===== config.mk =====
export PLATFORM = sky130hd
export DESIGN_NAME = system_access_regs
export DESIGN_NICKNAME = d
export VERILOG_FILES = /design/src/shared/sysacc_pkg.sv /design/src/hdl/sync_bit.sv /design/src/hdl/system_access_regs.sv
export VERILOG_INCLUDE_DIRS = /design/src /design/src/shared
export SDC_FILE = /design/constraint.sdc
export NUM_CORES = 1
export LEC_CHECK = 0
export ABC_AREA = 1
export BUFFER_PORTS_ARGS = -buffer_cell sky130_fd_sc_hd__buf_2
export CAP_MARGIN = 30
export CORE_ASPECT_RATIO = 0.7
export CORE_MARGIN = 4
export CORE_UTILIZATION = 52
export DETAILED_ROUTE_END_ITERATION = 16
export GPL_ROUTABILITY_DRIVEN = 0
export MAX_ROUTING_LAYER = met4
export PLACE_DENSITY_LB_ADDON = 0.05
export SYNTH_ARGS = -nofsm -noshare
export SYNTH_HDL_FRONTEND = slang
export SYNTH_SLANG_ARGS = --single-unit

===== constraint.sdc =====
create_clock -name clk -period 1.31 [get_ports clk]
set_input_delay 0.131 -clock clk [delete_from_list [all_inputs] [get_ports clk]]
set_output_delay 0.131 -clock clk [all_outputs]
set_load 0.05 [all_outputs]

===== src/shared/sysacc_consts.svh =====
`ifndef SYSACC_CONSTS_SVH
`define SYSACC_CONSTS_SVH

// register offsets on the debug link register port
`define OFS_RESET_REQ      4'h8
`define OFS_CLOCK_CTRL     4'h9
`define OFS_ACCESS_CTRL    4'ha
`define OFS_ACCESS_STATUS  4'hb
`define OFS_CRC_STATUS     4'hc

// reset request codes
`define RESET_CODE         8'h59
`define RUN_CODE           8'h00

// reset values
`define RST_RESET_REQ      8'h00
`define RST_CLOCK_CTRL     2'h3
`define RST_LOCK           1'h1

// status register bit positions
`define ST_BOOT_OR_FAIL    7
`define ST_ERASE_FAILED    6
`define ST_RESET_ACTIVE    5
`define ST_IN_SLEEP        4
`define ST_PROG_START      3
`define ST_UROW_START      2
`define ST_BOOT_DONE       1
`define ST_LOCK            0

// control register bit positions
`define CT_USER_ROW_DONE   1
`define CT_CLOCK_REQUEST   0

`endif


===== src/shared/sysacc_pkg.sv =====
package sysacc_pkg;

	// crc status field, one-hot
	typedef enum logic [2:0] {
		CRC_OFF  = 3'h0,
		CRC_BUSY = 3'h1,
		CRC_OK   = 3'h2,
		CRC_FAIL = 3'h4
	} crc_state_e;

	// divider select for the port clock
	typedef logic [1:0] clk_sel_t;

endpackage


===== src/hdl/sync_bit.sv =====
`timescale 1ns/1ns
`default_nettype none

// three-stage synchroniser with agreement on the last two stages
module sync_bit (
	input  wire logic clk,
	input  wire logic rst_n,
	input  wire logic async_in,
	output logic      sync_out
);

	typedef struct packed {
		logic [2:0] stage;
		logic       value;
	} sync_s;

	sync_s state_q;
	sync_s state_d;

	// stage 0 is read only by stage 1
	always_comb begin
		state_d = state_q;
		state_d.stage = {state_q.stage[1:0], async_in};
		if (state_q.stage[1] == state_q.stage[2]) begin
			state_d.value = state_q.stage[2];
		end
	end

	always_ff @(posedge clk) begin
		if (!rst_n) begin
			state_q <= '0;
		end else begin
			state_q <= state_d;
		end
	end

	assign sync_out = state_q.value;

endmodule

`default_nettype wire


===== src/hdl/system_access_regs.sv =====
// Contract
// (RULE1) writing 0x59 to reset request asserts system reset; 0x00 clears; others reserved
// (RULE2) system reset held while register holds reset code, released on clear code
// (RULE3) system reset from the register never resets this port logic
// (RULE4) divider select 1,2,3 give 16, 8, 4 MHz; 0 reserved
// (RULE5) divider select resets to the 4 MHz setting, register reads 0x03
// (RULE6) writing one to user-row-done starts user row flash programming
// (RULE7) user-row-done writes accepted only after user-row key decoded
// (RULE8) debugger writes user row data to ram before user-row-done
// (RULE9) clock request bit high requests system clock regardless of sleep
// (RULE10) clock request bit set automatically whenever the port becomes enabled
// (RULE11) status bit 7 is erase-failed OR boot-done
// (RULE12) erase-failed sets on failed erase, clears on any reset incl. requested
// (RULE13) reset-active reads one during system reset, clears on read
// (RULE14) in-sleep reads one while system idles or sleeps deeper
// (RULE15) programming-start reads one once memory programming may begin
// (RULE16) debugger resets system through reset request after programming
// (RULE17) user-row-start reads one once user row programming may begin
// (RULE18) boot-done sets at end of boot; bus access denied until then
// (RULE19) debugger checks boot-done one and reset-active zero before bus access
// (RULE20) lock flag resets to one, reads zero after erase clearing lock bits
// (RULE21) crc status one-hot: 0 off, 1 busy, 2 good, 4 failed
// (RULE22) registers reached only through the debug link instruction port
// (RULE23) programming key flag clears when programming starts
`timescale 1ns/1ns
`default_nettype none
`include "sysacc_consts.svh"

module system_access_regs
	import sysacc_pkg::*;
(
	input  wire logic       clk,
	input  wire logic       rst_n,
	input  wire logic       port_enable,
	input  wire logic       reg_wr,
	input  wire logic       reg_rd,
	input  wire logic [3:0] reg_addr,
	input  wire logic [7:0] reg_wdata,
	input  wire logic       urow_key_ok,
	input  wire logic       prog_key_set,
	input  wire logic       sys_reset_in,
	input  wire logic       sys_sleep_in,
	input  wire logic       boot_done_in,
	input  wire logic       erase_fail_ev,
	input  wire logic       erase_unlock_ev,
	input  wire logic       prog_start_in,
	input  wire logic       urow_start_in,
	input  wire logic [2:0] crc_status_in,
	output logic [7:0]      reg_rdata,
	output logic            system_reset_req,
	output logic            system_clock_request,
	output logic            user_row_done,
	output logic [1:0]      port_clock_divider_select,
	output logic            bus_access_allowed,
	output logic            memory_programming_key_flag
);

	typedef struct packed {
		logic [7:0] reset_req;
		clk_sel_t   clk_sel;
		logic       clk_req;
		logic       urow_done;
		logic       erase_failed;
		logic       reset_seen;
		logic       lock;
		logic       enable_prev;
		logic       prog_key;
		logic [7:0] rdata;
		logic       bus_ok;
		logic       reset_out;
	} regs_s;

	regs_s state_q;
	regs_s state_d;

	logic       sleep_s;
	logic       system_reset_active_s;
	logic       boot_s;
	logic       pstart_s;
	logic       ustart_s;
	logic       held_reset;
	logic [7:0] status_w;

	// system-side levels come from another domain
	// a level is believed only once two stages agree, so one-sample glitches on these levels never reach status
	sync_bit u_sync_sleep (
		.clk      (clk),
		.rst_n    (rst_n),
		.async_in (sys_sleep_in),
		.sync_out (sleep_s)
	);
	sync_bit u_sync_rst (
		.clk      (clk),
		.rst_n    (rst_n),
		.async_in (sys_reset_in),
		.sync_out (system_reset_active_s)
	);
	sync_bit u_sync_boot (
		.clk      (clk),
		.rst_n    (rst_n),
		.async_in (boot_done_in),
		.sync_out (boot_s)
	);
	sync_bit u_sync_pst (
		.clk      (clk),
		.rst_n    (rst_n),
		.async_in (prog_start_in),
		.sync_out (pstart_s)
	);
	sync_bit u_sync_ust (
		.clk      (clk),
		.rst_n    (rst_n),
		.async_in (urow_start_in),
		.sync_out (ustart_s)
	);

	// the register-held reset counts as system reset too
	assign held_reset = state_q.reset_out;

	// status assembly
	always_comb begin
		status_w = 8'h00;
		// (RULE11) bit 7 combine
		status_w[`ST_BOOT_OR_FAIL] = state_q.erase_failed | boot_s;
		status_w[`ST_ERASE_FAILED] = state_q.erase_failed;
		status_w[`ST_RESET_ACTIVE] = state_q.reset_seen;
		// (RULE14) sleep level
		status_w[`ST_IN_SLEEP]     = sleep_s;
		// (RULE15) programming start
		status_w[`ST_PROG_START]   = pstart_s;
		// (RULE17) user row start
		status_w[`ST_UROW_START]   = ustart_s;
		status_w[`ST_BOOT_DONE]    = boot_s;
		status_w[`ST_LOCK]         = state_q.lock;
	end

	// next state; the system reset only clears erase_failed and bus_ok and sets reset_seen here, never the configuration
	always_comb begin
		state_d = state_q;
		state_d.enable_prev = port_enable;
		state_d.urow_done = 1'b0;

		// (RULE1) reset request codes
		if (reg_wr && reg_addr == `OFS_RESET_REQ) begin
			state_d.reset_req = reg_wdata;
		end
		// (RULE2) registered copy so the reset pin never glitches on a compare
		state_d.reset_out = (state_d.reset_req == `RESET_CODE);
		// (RULE4) divider select, reserved code kept out
		if (reg_wr && reg_addr == `OFS_CLOCK_CTRL && reg_wdata[1:0] != 2'h0) begin
			state_d.clk_sel = reg_wdata[1:0];
		end
		if (reg_wr && reg_addr == `OFS_ACCESS_CTRL) begin
			// (RULE9) clock request write
			state_d.clk_req = reg_wdata[`CT_CLOCK_REQUEST];
			// (RULE7) key gated start
			if (urow_key_ok) begin
				// (RULE6) start pulse
				state_d.urow_done = reg_wdata[`CT_USER_ROW_DONE];
			end
		end
		// (RULE10) auto request on enable
		if (port_enable && !state_q.enable_prev) begin
			state_d.clk_req = 1'b1;
			// (RULE5) default divider after enable
			state_d.clk_sel = `RST_CLOCK_CTRL;
		end

		// (RULE12) erase fail, set wins
		if (system_reset_active_s || held_reset) begin
			state_d.erase_failed = 1'b0;
		end
		if (erase_fail_ev) begin
			state_d.erase_failed = 1'b1;
		end
		// (RULE20) lock cleared by erase
		if (erase_unlock_ev) begin
			state_d.lock = 1'b0;
		end

		// (RULE13) clear on read, live reset wins
		if (reg_rd && reg_addr == `OFS_ACCESS_STATUS) begin
			state_d.reset_seen = 1'b0;
		end
		if (system_reset_active_s || held_reset) begin
			state_d.reset_seen = 1'b1;
		end

		// (RULE23) key flag, start wins
		if (prog_key_set) begin
			state_d.prog_key = 1'b1;
		end
		if (pstart_s) begin
			state_d.prog_key = 1'b0;
		end

		// (RULE18) bus gate
		state_d.bus_ok = boot_s && !system_reset_active_s && !state_d.reset_out;

		// (RULE22) read port of the debug link only
		state_d.rdata = 8'h00;
		if (reg_rd) begin
			unique case (reg_addr)
				`OFS_RESET_REQ:     state_d.rdata = state_q.reset_req;
				`OFS_CLOCK_CTRL:    state_d.rdata = {6'h00, state_q.clk_sel};
				`OFS_ACCESS_CTRL:   state_d.rdata = {7'h00, state_q.clk_req};
				`OFS_ACCESS_STATUS: state_d.rdata = status_w;
				// (RULE21) one-hot field read through
				`OFS_CRC_STATUS:    state_d.rdata = {5'h00, crc_status_in};
				default:            state_d.rdata = 8'h00;
			endcase
		end
	end

	// (RULE3) only the port reset clears this state
	always_ff @(posedge clk) begin
		if (!rst_n) begin
			state_q              <= '0;
			state_q.reset_req    <= `RST_RESET_REQ;
			state_q.clk_sel      <= `RST_CLOCK_CTRL;
			state_q.lock         <= `RST_LOCK;
		end else begin
			state_q <= state_d;
		end
	end

	// (RULE2) reset held while code stands
	assign system_reset_req            = state_q.reset_out;
	assign system_clock_request        = state_q.clk_req;
	assign user_row_done               = state_q.urow_done;
	assign port_clock_divider_select   = state_q.clk_sel;
	assign bus_access_allowed          = state_q.bus_ok;
	assign memory_programming_key_flag = state_q.prog_key;
	assign reg_rdata                   = state_q.rdata;

	// assertions: reset request path
	reset_hold_a: assert property (@(posedge clk) disable iff (!rst_n) // (RULE2)
		(system_reset_req && !(reg_wr && reg_addr == `OFS_RESET_REQ)) |=> system_reset_req)
		else $error("system reset dropped early");
	reset_code_a: assert property (@(posedge clk) disable iff (!rst_n) // (RULE1)
		(reg_wr && reg_addr == `OFS_RESET_REQ)
		|=> system_reset_req == ($past(reg_wdata) == `RESET_CODE))
		else $error("reset request code mismatch");
	run_code_a: assert property (@(posedge clk) disable iff (!rst_n) // (RULE1)
		(reg_wr && reg_addr == `OFS_RESET_REQ && reg_wdata == `RUN_CODE) |=> !system_reset_req)
		else $error("clear code left reset asserted");
	// the system reset must leave port configuration alone
	keep_config_a: assert property (@(posedge clk) disable iff (!rst_n) // (RULE3)
		(system_reset_req && !reg_wr && port_enable == state_q.enable_prev)
		|=> $stable(port_clock_divider_select) && $stable(system_clock_request))
		else $error("system reset disturbed port state");

	// configuration and defaults
	sel_reserved_a: assert property (@(posedge clk) disable iff (!rst_n) // (RULE4)
		port_clock_divider_select != 2'h0)
		else $error("reserved divider code held");
	reset_defaults_a: assert property (@(posedge clk) // (RULE5)
		!rst_n |=> port_clock_divider_select == 2'h3 && !system_clock_request && !system_reset_req)
		else $error("reset values wrong");
	urow_gate_a: assert property (@(posedge clk) disable iff (!rst_n) // (RULE7)
		user_row_done |-> $past(urow_key_ok) && $past(reg_wr))
		else $error("user row start without key");
	// a second start write right behind the first would legally stretch the pulse
	urow_pulse_a: assert property (@(posedge clk) disable iff (!rst_n) // (RULE6)
		(reg_wr && reg_addr == `OFS_ACCESS_CTRL && urow_key_ok && reg_wdata[1])
		##1 !(reg_wr && reg_addr == `OFS_ACCESS_CTRL) |-> user_row_done ##1 !user_row_done)
		else $error("user row start not a pulse");
	clk_auto_a: assert property (@(posedge clk) disable iff (!rst_n) // (RULE10)
		$rose(port_enable) |=> system_clock_request && port_clock_divider_select == 2'h3)
		else $error("enable did not request clock");

	// status and access gate
	bus_gate_a: assert property (@(posedge clk) disable iff (!rst_n) // (RULE18)
		bus_access_allowed |-> $past(boot_s) && !$past(system_reset_active_s) && !system_reset_req)
		else $error("bus allowed before boot");
	status_or_a: assert property (@(posedge clk) disable iff (!rst_n) // (RULE11)
		(reg_rd && reg_addr == `OFS_ACCESS_STATUS) |=> reg_rdata[7] == (reg_rdata[6] | reg_rdata[1]))
		else $error("status bit 7 wrong");
	sleep_track_a: assert property (@(posedge clk) disable iff (!rst_n) // (RULE14)
		(reg_rd && reg_addr == `OFS_ACCESS_STATUS) |=> reg_rdata[4] == $past(sleep_s))
		else $error("sleep flag wrong");
	crc_read_a: assert property (@(posedge clk) disable iff (!rst_n) // (RULE21)
		(reg_rd && reg_addr == `OFS_CRC_STATUS) |=> reg_rdata == {5'h00, $past(crc_status_in)})
		else $error("crc status read wrong");
	key_clear_a: assert property (@(posedge clk) disable iff (!rst_n) // (RULE23)
		pstart_s |=> !memory_programming_key_flag)
		else $error("key flag not cleared");
	erase_fail_a: assert property (@(posedge clk) disable iff (!rst_n) // (RULE12)
		erase_fail_ev |=> state_q.erase_failed)
		else $error("erase fail lost");
	erase_clear_a: assert property (@(posedge clk) disable iff (!rst_n) // (RULE12)
		(system_reset_active_s || held_reset) && !erase_fail_ev |=> !state_q.erase_failed)
		else $error("erase fail survived reset");
	reset_flag_a: assert property (@(posedge clk) disable iff (!rst_n) // (RULE13)
		(system_reset_active_s || held_reset) |=> state_q.reset_seen)
		else $error("reset active flag lost");
	lock_clear_a: assert property (@(posedge clk) disable iff (!rst_n) // (RULE20)
		erase_unlock_ev |=> !state_q.lock)
		else $error("lock flag not cleared");

	// cover points for the main scenarios
	reset_cycle_c: cover property (@(posedge clk) disable iff (!rst_n)
		system_reset_req ##[1:20] !system_reset_req);
	urow_start_c: cover property (@(posedge clk) disable iff (!rst_n) user_row_done);
	bus_open_c: cover property (@(posedge clk) disable iff (!rst_n) $rose(bus_access_allowed));
	erase_set_c: cover property (@(posedge clk) disable iff (!rst_n) $rose(state_q.erase_failed));
	key_drop_c: cover property (@(posedge clk) disable iff (!rst_n)
		$fell(memory_programming_key_flag));

endmodule

`default_nettype wire


Yosys cells after proc, flatten, opt, wreduce, memory -nomap -nowiden. Cells that the tools add are included.

Memories: 0. Input bits: 29. RAM bits: 0. Register bits: 47. Bits in latches: 0. ROM bits: 0.

Eq/ne operators: 11. Reductions and logical operators: 20. Shift operators: 0. Muxes and demuxes: 9. Div/mod/pow operators: 0. $add $sub $neg: 0. $lt $le $gt $ge: 0. Multipliers: 0. Bitwise gates (word level): 2.

Operator list (number): $pmux W8 S5 (1); $eq A4 B4 Y1 const B (5); $eq A8 B7 Y1 const B (1); $logic_and A1 B1 Y1 (8); $mux W8 (1); $reduce_bool A2 Y1 (4); $mux W1 (6); $eq A1 B1 Y1 (5); $reduce_or A2 Y1 (2); $logic_not A1 Y1 (3); $reduce_and A3 Y1 (1); $mux W2 (1); $reduce_and A2 Y1 (1); $logic_or A1 B1 Y1 (1); $not A1 Y1 (1); $or A1 B1 Y1 (1).

Logic depth before layout (Yosys ltp). Gate-level depths: netlist (run 1).

Word-level depth: 6. Gate-level depth with buffers: 10. Depth with buffers taken out: 9.

Cells and area by module. From an unflattened synthesis (run 1), not the netlist that was laid out.

Cell total of the unflattened synthesis: 234. Area, all modules: 1823.0 um^2.

Modules (own cells, without submodules): system_access_regs (instances 1, seq. area each 540.5 um^2, cells an instance 169, area each 1241.2 um^2); sync_bit (instances 5, seq. area each 80.1 um^2, cells an instance 13, area each 116.4 um^2).

Worst setup path after synthesis (run 1). Ideal clock, no wire load.

Path kind: flip-flop to flip-flop. Start: reg state_q (netlist bit system_reset_req). End: reg state_q[14] (netlist name). Library setup time: 0.114 ns. Stages on the path, launching flop included: 4. Path slack: 0.318 ns. Arrival time: 0.878 ns. Period minus slack after synthesis: 0.992 ns. Cell sequence: dfxtp_1 -> nor2_1 -> a21oi_1 -> nor2_1.

Word-level cells in the longest chain between the ends: 2.

RTL lines: start, declared (RTL line system_access_regs.sv:73) `regs_s state_q;`; start signal, assigned (RTL line system_access_regs.sv:223) `state_q <= state_d;`; $logic_or A1 B1 Y1 (RTL line system_access_regs.sv:170) `if (system_reset_active_s || held_reset) begin`; $reduce_bool A2 Y1 (no line).

No other way between the ends. A chain may end at the register's enable or synchronous reset.

Final worst setup path (run 1).
Start: reg state_q (netlist bit system_clock_request). End: out system_clock_request.

RTL lines: end, declared (RTL line system_access_regs.sv:51) `output logic system_clock_request,`.

No word-level cell between the ends.

==> impl_metrics.toml, run 1 <==
[synth]
synth_commonest_cells = "nand2_1 (55), dfxtp_1 (47), inv_1 (31)"
ys_types = 22
synth-seq-cells = 47
syn_area_sq_um = 1850
synth_top_area_share_pct = 50.8
syn_avg_cell_area_sq_um = 7.84
synth-edff-count = 0
synth_flop_cell = "dfxtp_1"
yosys_warnings = 0
seq_area_frac_synth_pct = 50.8
syn-num-nets = 265
yosysMostFrequentCell = "nand2_1"
syn_inst = 236
synth_area_leaders = "dfxtp_1 (51%), nand2_1 (11%), inv_1 (6.3%)"
yosysTopAreaCell = "dfxtp_1"
synthArstFlopShare_pct = 0

[worst_setup_path]
reg2reg_to = "reg_rdata[0]$_SDFF_PN0_"
worst-path-buf-inv = 1
worstSetupPathType = "register to output port"
arrival_ps = 950
path_cells = "buf_2"
ff2ff_path_depth = 4
reg2reg_slack_ps = 400
slowest_delay_ps = 370
slowest_stage = "dfxtp_1"
crit_family = "flip-flops"
worstSetupEndpointType = "output port"
crit_required_ps = 1180
path_max_fanout = 3
cp-start-kind = "register"
rr_startpoint = "port_clock_divider_select[0]$_SDFFE_PP1P_"

[routing]
wl_met2_um = 1480
wl_met3_um = 214
wl_per_cell_um = 11.3
dr.pass1.iters = 4
vias = 1525
initialDrtViolationCount = 128
drc = 0
drtAntennaViolNets = 0
m1WireLength_um = 1900
via_per_inst = 4.74
maxUsedRoutingLayer = "met4"
routed_wl_um = 3650

[final_layout]
drive_gt1_share_pct = 26.2
area.growth.synth_to_final_pct = 16.3
antennaDiodeCount = 0
stdcell_count = 322
nets = 303

[timing]
worst_pin_slew_ps = 331
fin_crit_ps = 1080
fin_crit_sh_pct = 82.2
fin_skew_ps = 3.15
grt_setup_unrepaired = "false"
setup_tns_ps = 0
finalHoldViolCount = 0
slew_violations = 0
fmaxAchievable_mhz = 928
slew_headroom_pct = 77.7
setup_viol_count_final = 0

[grt]
overflow = 0
grt_max_degree = 15
grt_pass1_vias = 1318
grt_first_pass_wirelength_um = 5880
antenna_found_initial = 0
grt.total_usage_pct = 17.2

[placed_design]
dp.cells = 314
io_buffers = 43
dp_hpwl_um = 2700

[outcome]
status = "complete, no violations"

[cts]
cts_setup_buffers = 0
ctsHoldBuffers = 0
cts_tree = "done"
clock-sinks = 47
root_buffer = "clkbuf_8"
cts.path.max_buffers = 2
clk_pin_slew_ps = 80
ctsResizeCount = 0
numCtsBuffers = 5
clock_latency_ps = 300
htree_levels = 2

[die]
die_y_um = 57.9
initial_core_util_pct = 56.5
io_pins = 44
die_w_um = 79.3
die_area_sq_um = 4590
core_area_sq_um = 3280
rows = 17

[power_and_ir_drop]
p_leak_uw = 0.00108
peakVddDrop_mv = 0.718
powerDensity_nw_per_um2 = 1290

[hold_path]
hold-path-endpoint = "u_sync_boot.state_d[2]$_SDFF_PN0_"
hold_depth = 3
hp-class = "input port to register"
hold_start = "boot_done_in"

[flow_run]
drv_cap = 0
report_power, final:
part           switching [uW]  internal (uW)  leakage [uW]  total, uW
clock network             464            617     0.0000612       1080
registers                15.4           1460      0.000383       1480
logic                     138           76.5      0.000635        215
kinds of logic (layout without fill, tap and decap cells):
| kind of cell | count (synthesis) | count (layout) | synth area share, % |
|---|---|---|---|
| AO/OA/AOI/OAI | 30 | 30 | 8.59 |
| buffers and inverters | 50 | 89 | 13.4 |
| flip-flops | 47 | 47 | 50.8 |
| AND/OR/NAND/NOR | 109 | 109 | 27.2 |
final cells by class:
| type | instances | area (sq um) |
|---|---|---|
| fill | 298 | 1120 |
| sequential | 47 | 941 |
| multi-input combinational | 139 | 662 |
| timing repair buffer | 47 | 245 |
| inverter | 34 | 128 |
| clock buffer | 6 | 82.6 |
| tap | 47 | 58.8 |
| clock inverter | 2 | 35.0 |
routing by layer:
metal	GRT usage, %	up-vias
met5	-	-
met1	23.2	678
met2	24.0	34
met3	4.35	6
met4	8.09	0
li1	-	807
cells in the final DEF (no fill, tap or decap), drive strengths merged, types with 3 or more instances in the layout:
cell / n
nor2: 27
a21oi: 18
nor3: 3
clkbuf: 6
buf: 47
nand3: 9
o21ai: 9
inv: 34
nand2: 60
nand4: 8
dfxtp: 47
tightest hold or removal path, cell delays in order:
cell,delay [ps]
buf_2,70
nand2_1,40
inv_1,40
state kept, by name, summed over array words and instances, names as in the netlist, 2 cells and up:
name / flops
state_q: 12
reg_rdata: 8
port_clock_divider_select: 2
u_sync_boot.state_d: 2
u_sync_pst.state_d: 2
u_sync_rst.state_d: 2
u_sync_sleep.state_d: 2
u_sync_ust.state_d: 2
per-stage QoR:
stage	area, sq um	util, %	hold slack [ps]	setup WS, ps	total power, uW
6_report	2150	65.7	9.02	233	2780
5_1_grt	2150	65.7	19.4	202	2890
4_1_cts	2150	65.7	1.68	213	2800
3_5_place_dp	2030	62.1	316	49.9	1730
3_3_place_gp	2030	62.1	310	79.0	1720
2_1_floorplan	1850	-	224	318	1650
worst max-delay path by stage:
stage	from	to	slack (ps)	cells after the start
after floorplan	system_reset_req$_SDFF_PN0_	state_q[14]$_SDFFE_PN0P_	320	3
after global placement	reg_addr[1]	system_reset_req$_SDFF_PN0_	80	10
after detailed placement	reg_addr[1]	system_reset_req$_SDFF_PN0_	50	9
after CTS	system_clock_request$_SDFFE_PN0P_	system_clock_request	210	1
after global routing	system_clock_request$_SDFFE_PN0P_	system_clock_request	200	1
final	system_clock_request$_SDFFE_PN0P_	system_clock_request	230	1
No activity file was read; power rests on OpenSTA's default activity.
==> run 2, diff against run 1 <==
Clock period 1.31 ns to 1 ns, I/O delays scaled along.
==> impl_metrics.toml, run 2 (synthesis results as in run 1) <==
[worst_setup_path]
slowest_stage = "dfxtp_1"
crit_required_ps = 900
slowest_delay_ps = 320
path_cells = "buf_2"
arrival_ps = 870
worstSetupPathType = "register to output port"
worst-path-buf-inv = 1
rr_startpoint = "port_clock_divider_select[0]$_SDFFE_PP1P_"
worstSetupEndpointType = "output port"
path_max_fanout = 1
crit_family = "flip-flops"
cp-start-kind = "register"
startpoint = "reg_rdata[5]$_SDFF_PN0_"

[power_and_ir_drop]
swShare_pct = 22.6
seqPwrFrac_pct = 52.0
p_clk_share_pct = 38.3
switching_power_uw = 844
p_comb_share_pct = 9.7
powerDensity_nw_per_um2 = 1540
p_leak_uw = 0.00120
internal-power_uw = 2890
peakVddDrop_mv = 1.20

[grt]
antenna_found_initial = 0
grt_pass1_vias = 1529
grt_first_pass_wirelength_um = 6840
grt_max_degree = 15
grt.total_usage_pct = 20.3
overflow = 0

[final_layout]
regArea_sq_um = 942
nets = 328
drive_gt1_share_pct = 31.3
fin_util_pct = 74.0
area.growth.synth_to_final_pct = 31.0
fill_cells = 272
layout_common_cells = "nand2_1 (55), dfxtp_1 (46), buf_2 (31)"
regMostFlops = "state_q"
final_common_cell = "nand2_1"
multi_input_area_sq_um = 678
antennaDiodeCount = 0
largest_reg_flops = 12

[routing]
drtAntennaViolNets = 0
vias = 1647
drc = 0
initialDrtViolationCount = 83
routed_wl_um = 4210
dr.pass1.iters = 4
wl_per_cell_um = 12.1
via_per_inst = 4.75

[cts]
clock_latency_ps = 300
htree_levels = 2
cts.path.max_buffers = 2
cts_tree = "done"
clk_pin_slew_ps = 80
root_buffer = "clkbuf_8"
numCtsBuffers = 5
clock-sinks = 47
cts_setup_buffers = 0

[hold_path]
hold_start = "erase_fail_ev"
hp-class = "input port to register"

[die]
die_w_um = 79.3
rows = 17
io_pins = 44
die_y_um = 57.9
initial_core_util_pct = 56.5
die_area_sq_um = 4590
core_area_sq_um = 3280

[placed_design]
dp_hpwl_um = 3050
io_buffers = 43

[timing]
setup_viol_count_final = 0
fmaxAchievable_mhz = 1030
slew_headroom_pct = 74.7
slew_violations = 0
finalHoldViolCount = 0
worst_pin_slew_ps = 376
fin_skew_ps = 3.09
grt_setup_unrepaired = "true"
fin_crit_ps = 970
setup_tns_ps = 0
fin_crit_sh_pct = 97.0

[flow_run]
drv_cap = 0

[outcome]
status = "complete, no violations"
run 2: metal layers:
| layer | global-route usage (%) | wire length, um |
|---|---|---|
| met1 | 25.8 | 1980 |
| met4 | 8.82 | 56 |
| met3 | 4.97 | 311 |
| met5 | - | 0 |
| met2 | 31.1 | 1860 |
run 2: path summary, 6_finish.rpt:
path / to / cells past startpoint / slack, ps
hold / removal: state_q[14]$_SDFFE_PN0P_ / 3 / 9
setup / recovery: reg_rdata[5] / 1 / 30
setup reg to reg: reg_rdata[0]$_SDFF_PN0_ / 4 / 70
hold reg to reg: u_sync_rst.state_d[3]$_SDFF_PN0_ / 2 / 420
run 2: layout make-up:
cell class / count / share of cell area, %
clock buffers: 6 / 3.41
multi-input cells: 139 / 28.0
flip-flops and latches: 47 / 38.9
inverters: 34 / 5.26
clock inverters: 2 / 1.44
well taps: 47 / 2.43
repair buffers: 72 / 20.6
run 2: repair_timing:
action | CTS | global route
endpoints found under the setup margin | 4 | 15
pin swaps | 0 | 1
gates resized for setup | 4 | 17
cloned | 0 | 0
endpoints found under the hold margin | 7 | 0
hold buffers | 7 | 0
run 2: stage by stage:
stage / power [uW] / instance area, sq um / setup WS, ps / std cells / hold slack (ps)
floorplan: 2160 / 1850 / 7.99 / 236 / 193
global placement: 2300 / 2180 / -176 / 332 / 280
detailed placement: 2300 / 2180 / -222 / 332 / 288
CTS: 3750 / 2380 / 1.32 / 347 / 9.76
global route: 3890 / 2420 / -59.4 / 347 / 27.9
finish: 3730 / 2420 / 29.9 / 347 / 9.10
run 2: power by group through the flow:
stage / clock, uW / sequential, uW / combinational, uW
2_1_floorplan: 0 / 2000 / 156
3_3_place_gp: 0 / 1980 / 317
3_5_place_dp: 0 / 1980 / 323
4_1_cts: 1460 / 1940 / 349
5_1_grt: 1540 / 1940 / 401
6_report: 1430 / 1940 / 363
==> run 3, diff against run 2 <==
Settings changed: SETUP_SLACK_MARGIN from default to 0.5.
==> impl_metrics.toml, run 3 (synthesis results as in run 1) <==
[outcome]
violations = "hold timing"
status = "finished with violations"

[worst_setup_path]
rr_startpoint = "state_q[24]$_SDFF_PN0_"
crit_required_ps = 1250
reg2reg_to = "system_reset_req$_SDFF_PN0_"
crit_path_end = "system_reset_req$_SDFF_PN0_"
worstSetupEndpointType = "register"
arrival_ps = 1240
path_max_fanout = 2
startpoint = "state_q[24]$_SDFF_PN0_"
reg2reg_slack_ps = 10
ff2ff_path_depth = 7
cp-start-kind = "register"
worstSetupPathType = "register to register"

[cts]
root_buffer = "clkbuf_8"
clock-sinks = 47
clock_latency_ps = 310
cts.path.max_buffers = 2
clk_pin_slew_ps = 90
numCtsBuffers = 5
htree_levels = 2
cts_tree = "done"

[grt]
grt_first_pass_wirelength_um = 7870
grt_max_degree = 15
antenna_found_initial = 0
overflow = 0
grt_pass1_vias = 1632
grt.total_usage_pct = 22.7

[die]
initial_core_util_pct = 56.5
core_area_sq_um = 3280
rows = 17
die_y_um = 57.9
io_pins = 44
die_area_sq_um = 4590
die_w_um = 79.3

[routing]
drtAntennaViolNets = 0
wl_per_cell_um = 20.4
vias = 2048
initialDrtViolationCount = 197
drc = 0
routed_wl_um = 7180
dr.pass1.iters = 7
via_per_inst = 5.82

[flow_run]
drv_cap = 0

[placed_design]
io_buffers = 43
dp_slack_ps = -228
dp.cells = 328
dp_hpwl_um = 2970

[power_and_ir_drop]
p_leak_uw = 0.00143
powerDensity_nw_per_um2 = 1240
peakVddDrop_mv = 1.25

[timing]
worst_slack_ps = 12.0
worst_pin_slew_ps = 505
slew_headroom_pct = 66.2
finalHoldViolCount = 2
fmaxAchievable_mhz = 1010
fin_crit_ps = 988
hold_ws_ps = -18.1
setup_tns_ps = 0
grt_setup_unrepaired = "true"
setup_viol_count_final = 0
fin_crit_sh_pct = 98.8
slew_violations = 0
fin_skew_ps = 8.04

[final_layout]
final_common_cell = "nand2_1"
fill_cells = 115
nets = 333
layout_common_cells = "nand2_1 (27), nand2_2 (25), buf_2 (24)"
antennaDiodeCount = 0
drive_gt1_share_pct = 68.2
largest_reg_flops = 12
regMostFlops = "state_q"
area.growth.synth_to_final_pct = 65.4
stdcell_count = 352

[hold_path]
hold_start = "sys_reset_in"
hp-class = "input port to register"
run 3: worst max-delay path, cell delays in order, from the launching register on:
cell and delay [ps]:
dfxtp_2 350, inv_2 60, nand2_1 70, nand2_2 100
nand2_2 60, nor2_4 130, nand2_1 70, nor2_2 90
run 3: what timing repair did:
action	in CTS	in global routing
endpoints found under the setup margin	51	55
resized for setup	107	75
endpoints found under the hold margin	7	4
pin swaps	35	26
buffers inserted	9	7
run 3: cell type report:
cell class	instances	area (sq um)	area share (%)
Inverter	34	169	5.52
Clock buffer	7	96.3	3.15
Timing Repair Buffer	77	729	23.8
Clock inverter	1	6.26	0.204
Tap cell	47	58.8	1.92
Multi-Input combinational cell	139	985	32.2
Sequential cell	47	1020	33.2
run 3: routing by layer:
layer  global-route usage [%]  vias up  share of wire (%)
met3                     6.99       51                8.9
li1                         -      872                  -
met5                        -        -                  0
met2                     36.3      165                 48
met1                     28.7      960                 37
met4                     4.17        0                5.9
run 3: through the flow:
step                util, %  total power (uW)  cell area, sq um
finish                 93.5              3810              3060
detailed placement     69.1              2330              2260
global placement       69.1              2330              2260
floorplan                 -              2180              2020
global route           93.5              3920              3060
CTS                    83.8              3670              2750
run 3: power breakdown:
| group | switching, uW | leakage (uW) | internal (uW) |
|---|---|---|---|
| sequential | 45.7 | 0.000401 | 1900 |
| combinational | 307 | 0.000972 | 240 |
| clock | 689 | 0.0000548 | 632 |
| total | 1040 | 0.00143 | 2770 |
run 3: worst min-delay path by stage:
| stage | endpoint | depth (start not counted) |
|---|---|---|
| 6_report | u_sync_rst.state_d[2]$_SDFF_PN0_ | 3 |
| 5_1_grt | u_sync_sleep.state_d[2]$_SDFF_PN0_ | 3 |
| 4_1_cts | state_q[12]$_SDFFE_PN1P_ | 2 |
| 3_5_place_dp | u_sync_ust.state_d[2]$_SDFF_PN0_ | 3 |
| 3_3_place_gp | state_q[12]$_SDFFE_PN1P_ | 2 |
| 2_1_floorplan | state_q[12]$_SDFFE_PN1P_ | 1 |
